===== src/tmr_defines.vh =====
// Constants for the 16-bit timer control block: register offsets, field
// positions, reset values and mode codes. Included by tmr_timer16.v.
`ifndef TMR_DEFINES_VH
`define TMR_DEFINES_VH

// Register offsets on the plain register port
`define TMR_OFS_CTRL1 4'h0
`define TMR_OFS_CTRL2 4'h1
`define TMR_OFS_FLAGS 4'h2
`define TMR_OFS_CAP1H 4'h3
`define TMR_OFS_CAP1L 4'h4
`define TMR_OFS_CMP1H 4'h5
`define TMR_OFS_CMP1L 4'h6
`define TMR_OFS_CMP2H 4'h7
`define TMR_OFS_CMP2L 4'h8
`define TMR_OFS_CNTH 4'h9
`define TMR_OFS_CNTL 4'ha
`define TMR_OFS_CAP2H 4'hb
`define TMR_OFS_CAP2L 4'hc

// Control one fields
`define TMR_C1_CAP_IE 7
`define TMR_C1_CMP_IE 6
`define TMR_C1_OVF_IE 5
`define TMR_C1_FORCE2 4
`define TMR_C1_FORCE1 3
`define TMR_C1_LEVEL2 2
`define TMR_C1_EDGE1 1
`define TMR_C1_LEVEL1 0

// Control two fields
`define TMR_C2_PIN1_EN 7
`define TMR_C2_PIN2_EN 6
`define TMR_C2_ONE_PULSE 5
`define TMR_C2_PWM 4
`define TMR_C2_CLK_HI 3
`define TMR_C2_CLK_LO 2
`define TMR_C2_EDGE2 1
`define TMR_C2_EXT_EDGE 0

// Flag register fields
`define TMR_F_CAP1 7
`define TMR_F_CMP1 6
`define TMR_F_OVF 5
`define TMR_F_CAP2 4
`define TMR_F_CMP2 3

// Reset values
`define TMR_CTRL_RST 8'h00
`define TMR_CNT_RST 16'hfffc
`define TMR_CMP_RST 16'h8000

// Clock select codes
`define TMR_CLK_DIV4 2'h0
`define TMR_CLK_DIV2 2'h1
`define TMR_CLK_DIV8 2'h2
`define TMR_CLK_EXT 2'h3

`endif


===== src/tmr_timer16.v =====
// 16-bit free-running timer: control registers, counter, capture, compare,
// one-pulse and PWM output, interrupt request and low-power behaviour.
// Assumes a CPU-side register port on clk_sys and asynchronous pin inputs.
//
// Implementation choices: the address-and-strobe port and the register offsets.
`include "tmr_defines.vh"
`timescale 1ns/1ps
`default_nettype none

module tmr_timer16 #(
  parameter ADDR_W = 4
) (
  input wire clk_sys,
  input wire reset,
  input wire [ADDR_W-1:0] regAddr,
  input wire [7:0] regWrData,
  input wire regWrite,
  input wire regRead,
  output reg [7:0] regRdData,
  input wire globalIrqMask,
  input wire idleMode,
  input wire deepStop,
  input wire capturePinOne,
  input wire capturePinTwo,
  input wire externalClockPin,
  output reg timerIrq,
  output reg wakeIdle,
  output reg comparePinOne,
  output reg comparePinOneEn,
  output reg comparePinTwo,
  output reg comparePinTwoEn
);

  // Register map on the plain port
  // Offset 0: control one, interrupt enables and output levels
  // Offset 1: control two, pin enables, modes, clock select
  // Offset 2: flag byte, read only, low three bits read zero
  // Offsets 3 and 4: capture one value, high then low byte
  // Offsets 5 and 6: compare one value, high then low byte
  // Offsets 7 and 8: compare two value, high then low byte
  // Offsets 9 and a: counter, high then low byte
  // Offsets b and c: capture two value, high then low byte
  // Other offsets read zero and ignore writes
  //
  // Read timing
  // Read data registered, valid one cycle after the strobe
  // Outside that cycle the read port idles at zero
  // Counter bytes read live; no high-byte latch here
  // Software reading both bytes must allow for a carry between them
  //
  // Write timing
  // Writes land on the strobe edge, visible next cycle
  // Compare high write disarms that compare
  // Compare low write re-arms it and completes the value
  // Hazard: a half-written compare value never matches
  // Counter low write restarts the count from its reset value
  // Counter high write ignored; the counter is read only otherwise
  //
  // Flag clearing
  // Step one: any read of the flag byte arms clearing
  // Arming stays set once taken; it is not cleared again
  // Step two: read or write of the matching low byte clears
  // Capture one low clears capture one flag
  // Compare one low clears compare one flag
  // Counter low clears the overflow flag
  // Capture two low clears capture two flag
  // Compare two low clears compare two flag
  // A new event in the clearing cycle keeps its flag set
  //
  // Timer clock
  // Three-bit prescaler runs free from reset
  // Divide by two, four or eight picked by clock select
  // External pin edges counted when clock select is 11
  // Edge polarity of the external pin from its select bit
  // External pin must stay low and high for two cycles each
  // Faster external clocks lose edges in the synchroniser
  //
  // Pin inputs
  // All three pins cross two flip-flops before use
  // A third history flop gives the previous level for edges
  // Pin edges reach the logic two cycles after the pin moves
  // Pulses shorter than one clock cycle may be missed
  //
  // Compare matches
  // A match needs a tick, an armed compare and equal count
  // Matches are therefore seen once per counter value
  // In plain compare mode level one goes to pin one
  // and level two goes to pin two on their matches
  // In plain compare mode force bits copy the levels every cycle while set
  //
  // One-pulse mode
  // Selected capture one edge restarts the counter
  // Pin one takes level two at the start of the pulse
  // Capture one value loads the count after the reset value
  // Capture one flag sets to mark the start
  // Compare one match returns pin one to level one
  // Compare one flag never sets in this mode
  //
  // Pulse width mode
  // Compare two match restarts the counter each period
  // Pin one takes level two at each period start
  // Compare one match returns pin one to level one
  // Capture one flag marks every period start
  // Neither compare flag sets in this mode
  // Capture one pin is ignored; capture two still works
  // Pulse width wins when both modes are selected
  //
  // Low power
  // Idle: timer runs on, enabled flags raise the wake line
  // Deep stop: counter and prescaled ticks frozen
  // Deep stop: no wake from any timer event
  // Deep stop: capture edges arm their capture
  // Leaving deep stop: armed captures load the count
  // and set their flags in the same cycle
  // Reset from deep stop restarts the count as usual
  //
  // Interrupt request
  // One request line shared by all five events
  // Capture enable covers both capture flags
  // Compare enable covers both compare flags
  // Overflow enable covers the overflow flag
  // Global mask high holds the request low
  // Request follows flags by one cycle

  reg [7:0] ctrlOne_q;
  reg [7:0] ctrlTwo_q;
  reg [4:0] flags_q;
  reg [15:0] count_q;
  reg [15:0] cap1_q;
  reg [15:0] cap2_q;
  reg [15:0] cmp1_q;
  reg [15:0] cmp2_q;
  reg cmp1Armed_q;
  reg cmp2Armed_q;
  reg flagsRead_q;
  reg [2:0] prescale_q;
  reg [2:0] cap1Sync_q;
  reg [2:0] cap2Sync_q;
  reg [2:0] extSync_q;
  reg arm1_q;
  reg arm2_q;
  reg stopped_q;
  reg pulseOut_q;
  reg pin2Out_q;

  // Edge test on a synchronised pin history
  function edgeSeen;
    input prev;
    input cur;
    input rising;
    begin
      edgeSeen = rising ? (~prev & cur) : (prev & ~cur);
    end
  endfunction

  wire pwmMode = ctrlTwo_q[`TMR_C2_PWM];
  wire onePulse = ctrlTwo_q[`TMR_C2_ONE_PULSE] & ~pwmMode;
  wire [1:0] clkSel = ctrlTwo_q[`TMR_C2_CLK_HI:`TMR_C2_CLK_LO];
  wire wrCtrl = regWrite;
  wire cap1Edge = edgeSeen(cap1Sync_q[2], cap1Sync_q[1], ctrlOne_q[`TMR_C1_EDGE1]);
  wire cap2Edge = edgeSeen(cap2Sync_q[2], cap2Sync_q[1], ctrlTwo_q[`TMR_C2_EDGE2]);
  wire extEdge = edgeSeen(extSync_q[2], extSync_q[1], ctrlTwo_q[`TMR_C2_EXT_EDGE]);

  // Timer tick from prescaler or external pin
  reg tick;
  always @* begin
    case (clkSel)
      `TMR_CLK_DIV4: tick = (prescale_q[1:0] == 2'h3);
      `TMR_CLK_DIV2: tick = prescale_q[0];
      `TMR_CLK_DIV8: tick = (prescale_q == 3'h7);
      default: tick = extEdge;
    endcase
  end

  // Frozen in deep stop; idle has no effect
  wire run = tick & ~deepStop;
  wire waking = stopped_q & ~deepStop;
  wire match1 = run & cmp1Armed_q & (count_q == cmp1_q);
  wire match2 = run & cmp2Armed_q & (count_q == cmp2_q);
  wire pwmPeriod = pwmMode & match2;
  wire pulseStart = onePulse & cap1Edge & ~deepStop;
  wire cap1Now = (~pwmMode & ~onePulse & cap1Edge & ~deepStop) | (waking & arm1_q);
  wire cap2Now = (cap2Edge & ~deepStop) | (waking & arm2_q);
  wire overflow = run & (count_q == 16'hffff) & ~pwmPeriod;
  wire [3:0] ofs = regAddr[3:0];
  wire rdAny = regRead | regWrite;

  // Input synchronisers, pin history bits
  always @(posedge clk_sys or posedge reset) begin
    if (reset) begin
      cap1Sync_q <= 3'h0;
      cap2Sync_q <= 3'h0;
      extSync_q <= 3'h0;
      prescale_q <= 3'h0;
    end else begin
      cap1Sync_q <= {cap1Sync_q[1:0], capturePinOne};
      cap2Sync_q <= {cap2Sync_q[1:0], capturePinTwo};
      extSync_q <= {extSync_q[1:0], externalClockPin};
      prescale_q <= prescale_q + 3'h1;
    end
  end

  // Control and compare registers
  always @(posedge clk_sys or posedge reset) begin
    if (reset) begin
      ctrlOne_q <= `TMR_CTRL_RST;
      ctrlTwo_q <= `TMR_CTRL_RST;
      cmp1_q <= `TMR_CMP_RST;
      cmp2_q <= `TMR_CMP_RST;
      cmp1Armed_q <= 1'b1;
      cmp2Armed_q <= 1'b1;
    end else if (wrCtrl) begin
      case (ofs)
        `TMR_OFS_CTRL1: ctrlOne_q <= regWrData;
        `TMR_OFS_CTRL2: ctrlTwo_q <= regWrData;
        `TMR_OFS_CMP1H: begin
          cmp1_q[15:8] <= regWrData;
          cmp1Armed_q <= 1'b0;
        end
        `TMR_OFS_CMP1L: begin
          cmp1_q[7:0] <= regWrData;
          cmp1Armed_q <= 1'b1;
        end
        `TMR_OFS_CMP2H: begin
          cmp2_q[15:8] <= regWrData;
          cmp2Armed_q <= 1'b0;
        end
        `TMR_OFS_CMP2L: begin
          cmp2_q[7:0] <= regWrData;
          cmp2Armed_q <= 1'b1;
        end
        default: ;
      endcase
    end
  end

  // Counter: reset value, ticks, PWM period and one-pulse restart
  always @(posedge clk_sys or posedge reset) begin
    if (reset) begin
      count_q <= `TMR_CNT_RST;
    end else if (regWrite && ofs == `TMR_OFS_CNTL) begin
      count_q <= `TMR_CNT_RST;
    end else if (pwmPeriod || pulseStart) begin
      count_q <= `TMR_CNT_RST;
    end else if (run) begin
      count_q <= count_q + 16'h0001;
    end
  end

  // Deep-stop capture arming, captured values
  always @(posedge clk_sys or posedge reset) begin
    if (reset) begin
      arm1_q <= 1'b0;
      arm2_q <= 1'b0;
      stopped_q <= 1'b0;
      cap1_q <= 16'h0000;
      cap2_q <= 16'h0000;
    end else begin
      stopped_q <= deepStop;
      if (deepStop && cap1Edge && !pwmMode && !onePulse) arm1_q <= 1'b1;
      else if (waking) arm1_q <= 1'b0;
      if (deepStop && cap2Edge) arm2_q <= 1'b1;
      else if (waking) arm2_q <= 1'b0;
      if (cap1Now) cap1_q <= count_q;
      else if (pulseStart) cap1_q <= `TMR_CNT_RST + 16'h0001;
      if (cap2Now) cap2_q <= count_q;
    end
  end

  // Flags: set wins over the two-step clear
  always @(posedge clk_sys or posedge reset) begin
    if (reset) begin
      flags_q <= 5'h00;
      flagsRead_q <= 1'b0;
    end else begin
      if (regRead && ofs == `TMR_OFS_FLAGS) flagsRead_q <= 1'b1;
      if (rdAny && flagsRead_q) begin
        case (ofs)
          `TMR_OFS_CAP1L: flags_q[4] <= 1'b0;
          `TMR_OFS_CMP1L: flags_q[3] <= 1'b0;
          `TMR_OFS_CNTL: flags_q[2] <= 1'b0;
          `TMR_OFS_CAP2L: flags_q[1] <= 1'b0;
          `TMR_OFS_CMP2L: flags_q[0] <= 1'b0;
          default: ;
        endcase
      end
      if (cap1Now || pwmPeriod || pulseStart) flags_q[4] <= 1'b1;
      if (match1 && !pwmMode && !onePulse) flags_q[3] <= 1'b1;
      if (overflow) flags_q[2] <= 1'b1;
      if (cap2Now) flags_q[1] <= 1'b1;
      if (match2 && !pwmMode) flags_q[0] <= 1'b1;
    end
  end

  // Output levels on compare pins
  always @(posedge clk_sys or posedge reset) begin
    if (reset) begin
      pulseOut_q <= 1'b0;
      pin2Out_q <= 1'b0;
    end else begin
      if (pwmMode || onePulse) begin
        if (pwmPeriod || pulseStart) pulseOut_q <= ctrlOne_q[`TMR_C1_LEVEL2];
        else if (match1) pulseOut_q <= ctrlOne_q[`TMR_C1_LEVEL1];
      end else if (ctrlOne_q[`TMR_C1_FORCE1] || match1) begin
        pulseOut_q <= ctrlOne_q[`TMR_C1_LEVEL1];
      end
      if (!pwmMode && !onePulse && (ctrlOne_q[`TMR_C1_FORCE2] || match2))
        pin2Out_q <= ctrlOne_q[`TMR_C1_LEVEL2];
    end
  end

  // Registered outputs: pins, interrupt request, read data
  always @(posedge clk_sys or posedge reset) begin
    if (reset) begin
      comparePinOne <= 1'b0;
      comparePinOneEn <= 1'b0;
      comparePinTwo <= 1'b0;
      comparePinTwoEn <= 1'b0;
      timerIrq <= 1'b0;
      wakeIdle <= 1'b0;
      regRdData <= 8'h00;
    end else begin
      comparePinOne <= pulseOut_q;
      comparePinOneEn <= ctrlTwo_q[`TMR_C2_PIN1_EN];
      comparePinTwo <= pin2Out_q;
      comparePinTwoEn <= ctrlTwo_q[`TMR_C2_PIN2_EN];
      timerIrq <= ~globalIrqMask &
        ((ctrlOne_q[`TMR_C1_CAP_IE] & (flags_q[4] | flags_q[1])) |
         (ctrlOne_q[`TMR_C1_CMP_IE] & (flags_q[3] | flags_q[0])) |
         (ctrlOne_q[`TMR_C1_OVF_IE] & flags_q[2]));
      wakeIdle <= idleMode & ~deepStop & ~globalIrqMask &
        ((ctrlOne_q[`TMR_C1_CAP_IE] & (flags_q[4] | flags_q[1])) |
         (ctrlOne_q[`TMR_C1_CMP_IE] & (flags_q[3] | flags_q[0])) |
         (ctrlOne_q[`TMR_C1_OVF_IE] & flags_q[2]));
      if (regRead) begin
        case (ofs)
          `TMR_OFS_CTRL1: regRdData <= ctrlOne_q;
          `TMR_OFS_CTRL2: regRdData <= ctrlTwo_q;
          `TMR_OFS_FLAGS: regRdData <= {flags_q, 3'h0};
          `TMR_OFS_CAP1H: regRdData <= cap1_q[15:8];
          `TMR_OFS_CAP1L: regRdData <= cap1_q[7:0];
          `TMR_OFS_CMP1H: regRdData <= cmp1_q[15:8];
          `TMR_OFS_CMP1L: regRdData <= cmp1_q[7:0];
          `TMR_OFS_CMP2H: regRdData <= cmp2_q[15:8];
          `TMR_OFS_CMP2L: regRdData <= cmp2_q[7:0];
          `TMR_OFS_CNTH: regRdData <= count_q[15:8];
          `TMR_OFS_CNTL: regRdData <= count_q[7:0];
          `TMR_OFS_CAP2H: regRdData <= cap2_q[15:8];
          `TMR_OFS_CAP2L: regRdData <= cap2_q[7:0];
          default: regRdData <= 8'h00;
        endcase
      end else begin
        regRdData <= 8'h00;
      end
    end
  end

endmodule // tmr_timer16

`default_nettype wire


===== config.mk =====
export PLATFORM = sky130hd
export DESIGN_NAME = tmr_timer16
export DESIGN_NICKNAME = d
export VERILOG_FILES = /design/src/tmr_timer16.v
export VERILOG_INCLUDE_DIRS = /design/src
export SDC_FILE = /design/constraint.sdc
export NUM_CORES = 1
export LEC_CHECK = 0
export ABC_CLOCK_PERIOD_IN_PS = 3700
export BUFFER_PORTS_ARGS = -buffer_cell sky130_fd_sc_hd__buf_4
export CAP_MARGIN = 20
export CORE_MARGIN = 2
export CORE_UTILIZATION = 35
export CTS_BUF_LIST = sky130_fd_sc_hd__clkbuf_8
export CTS_CLUSTER_DIAMETER = 30
export DETAILED_ROUTE_END_ITERATION = 6
export REMOVE_ABC_BUFFERS = 1
export SLEW_MARGIN = 40
export SYNTH_ARGS = -nofsm -noshare
export SYNTH_HDL_FRONTEND = slang
export SYNTH_SLANG_ARGS = --single-unit

===== constraint.sdc =====
create_clock -name clk_sys -period 3.7 [get_ports clk_sys]
set_input_delay 0.185 -clock clk_sys [delete_from_list [all_inputs] [get_ports clk_sys]]
set_output_delay 0.185 -clock clk_sys [all_outputs]
set_load 0.1 [all_outputs]

==> summary.txt <==
Outcome
  – Outcome: finished clean

Timing
  – Achievable Freq: between 300 and 400 MHz
  – # setup viols final: 0
  – RSZ-0062 raised after global routing: no
  – Final hold vios: 0
  – Max-slew headroom: a little under half
  – Sum Neg Setup Slack: 0 ps
  – Worst-margin pin slew: a little under 800 ps
  – Final Slew Violations: 0
  – Clock skew: between 9 and 10 ps
  – Hold Slack: roughly 28 ps
  – Tmin final: 2550 ps
  – Tcrit/Tclk final: between 60% and 70%

Worst hold path
  – Hold depth: 2
  – HP Class: input port to flop

Logic synthesis
  – Synthesized area: approximately 6600 um2
  – Post-Syn Instances: 604
  – Synth Area in Adders: less than 1%
  – Synth unique cells: a little under 60
  – Simple-gate share of the synthesized area: between 10% and 20%
  – Post-synth EDFFs: 0
  – YS warnings: 0
  – XOR/XNOR share of the synthesized area: ~5.6%
  – Largest family of logic cells by synthesized area: multiplexers
  – Mux cell area share after synthesis: 14.1%
  – Primary FF master, synth: dfrtp_1
  – Yosys reg bits: 135
  – Mean Syn Cell Area: between 10 and 15 um2
  – Synth Area in Compound Gates: approximately 12%
  – Register area share after synthesis: 51.8%
  – Async S/R FF share, synth: 100%

Worst setup path
  – Setup CP Type: flop to flop
  – Critical path data arrival time: between 2000 and 3000 ps
  – CP Capture Type: flop
  – Crit-path max FO: 8
  – Worst reg-to-reg path cell count: 6
  – Setup crit start kind: flop
  – Req. time, crit path: between 4000 and 5000 ps

CTS
  – CTS buffer count: 17
  – Clock Sinks: between 100 and 150
  – TritonCTS clock tree: done
  – CTS root buf: clkbuf_8
  – Post-CTS Resized: 0
  – Post-CTS repair timing setup buffer count: 0
  – Clock buffer depth: 2
  – Cts hold-fix bufs: 11
  – Later-pin clock latency in the skew report: between 400 and 500 ps
  – Clock-pin slew on the worst setup and hold paths: 80 ps
  – H-Tree Depth: 4

Die
  – Placeable Area: ~19000 um2
  – Die Area: around 20000 um2
  – Die Wd: 141 um
  – Starting Density: 35.3%
  – Site Rows: 50
  – Die Height: 141 um
  – I/O pins: 36

Place
  – IO buf count: 35
  – Post-DP HPWL: between 10000 and 15000 um
  – Cells after DPL: 840
  – Placer Congestion: just under 1

Layout
  – Cell Count, Final, Fillers Out: roughly 900
  – Final core occ: about two fifths
  – Area grow syn2layout: 15.0%
  – Most frequent cells in the layout: dfrtp_1, mux2_2, nand2_1, buf_4, nor2_1
  – Antenna fix cells: 0
  – Most common cell after layout, fill and taps aside: dfrtp_1
  – Share of cells above drive strength 1: approximately 27%
  – Nets: 662

Drt
  – Detailed Routing Iterations Pass 1: 5
  – Residual DRC count: 0
  – Vias per inst: ~5.7
  – Final wirelength: ~20000 um
  – Wire per inst: around 23 um
  – Antenna-violating nets left: 0
  – DR vias: 5043
  – Initial DRC count: 444

Pwr
  – Static Leak: approximately 3.1 nW
  – Gate power share: around 30%
  – Seq pwr share: approximately half
  – Sw frac: between 30% and 40%
  – Switching pwr: a little under 2 mW
  – Pwr/cell area: between 600 and 700 nW/um2
  – Internal power: 3.17 mW
  – Clock share of power: a little over a fifth
  – Peak VDD IR: between 0.2 and 0.25 mV

Global routing
  – Largest net degree at the start of global routing: ~110
  – Met2 Use GR: 32.6%
  – Met1 usage: 28.4%
  – GR Util All Layers: 21.0%
  – Vias in the first global route: approximately 5000
  – Met3 Use GR: about 4.7%
  – Total grt overflow: 0
  – Grt peak-use layer: met2
  – Initial antenna violation count: 0
  – First-pass GRT wire length: 31100 um

Run
  – Max cap viols: 0
[path summary, 6_finish.rpt]
check,startpoint,to,slack (ps)
min reg2reg,cap1Sync_q[0],cap1Sync_q[1],350
min in group asynchronous,reset,cap2Sync_q[1],240
max reg2reg,count_q[6],pulseOut_q,1150
min,regWrData[1],cmp2_q[9],30
max in group asynchronous,reset,count_q[11],2500
max,count_q[6],pulseOut_q,1150
[flip-flops by register name (all words and copies together) (netlist names), 3 cells and up]
signal and flops:
cap1Sync_q 3, cap1_q 16, cap2Sync_q 3, cap2_q 16, cmp1_q 16, cmp2_q 16
count_q 16, ctrlOne_q 8, ctrlTwo_q 8, extSync_q 3, flags_q 5, prescale_q 3
regRdData 8
[Yosys cell counts (all sizes together), types with 15 or more instances]
master    n  area (um2)
xor2     25         219
nand2    52         198
nor2     35         131
nand3    15        75.1
xnor2    17         149
clkbuf   32         120
dfstp    18         473
inv      15        56.3
nor3     19        95.1
mux2     71         800
o21ai    30         150
a21oi    23         115
dfrtp   117        2930
[cell type report]
| type | count | area, um2 |
|---|---|---|
| clock buffers | 20 | 275 |
| clock inverters | 12 | 86.3 |
| fillers | 1792 | 11000 |
| inverters | 16 | 67.6 |
| multi-input cells | 411 | 2960 |
| flip-flops and latches | 135 | 3400 |
| well taps | 234 | 293 |
| repair buffers | 56 | 468 |
[through the flow]
stage               instance area (um2)  worst slack [ps]  total power, mW
floorplan                          6400             -66.3             3.41
global placement                   7030              1060             3.97
CTS                                7520              1170             5.17
detailed placement                 7040              1170             4.01
global route                       7550               949             5.43
finish                             7550              1150             5.16
[cells by family after synthesis]
logic type | after synthesis
AO/OA/AOI/OAI | 116
adder cells (fa/ha/maj) | 3
flip-flops | 135
AND/OR/NAND/NOR | 168
XOR/XNOR | 42
buffers and inverters | 58
multiplexers | 82
[power by group through the flow]
stage	Combinational, mW	Sequential [mW]	Clock, mW
after floorplan	0.911	2.50	0
after detailed placement	1.48	2.53	0
after global routing	1.64	2.57	1.23
after global placement	1.46	2.51	0
final	1.50	2.52	1.14
after CTS	1.50	2.50	1.17
[routing by layer]
layer / wire length (um) / vias to the layer above
li1: - / 2217
met1: 8890 / 2541
met2: 9320 / 233
met3: 1200 / 52
met4: 680 / 0
met5: 0 / -
[worst max-delay path: stages (launching register included)]
cell and delay [ps]:
dfstp_2 710, xor2_1 120, nor3_1 390, nand3_1 220, nor4_4 440, a21oi_1 200, mux2_1 350
Power figures use the tool's default switching activity.
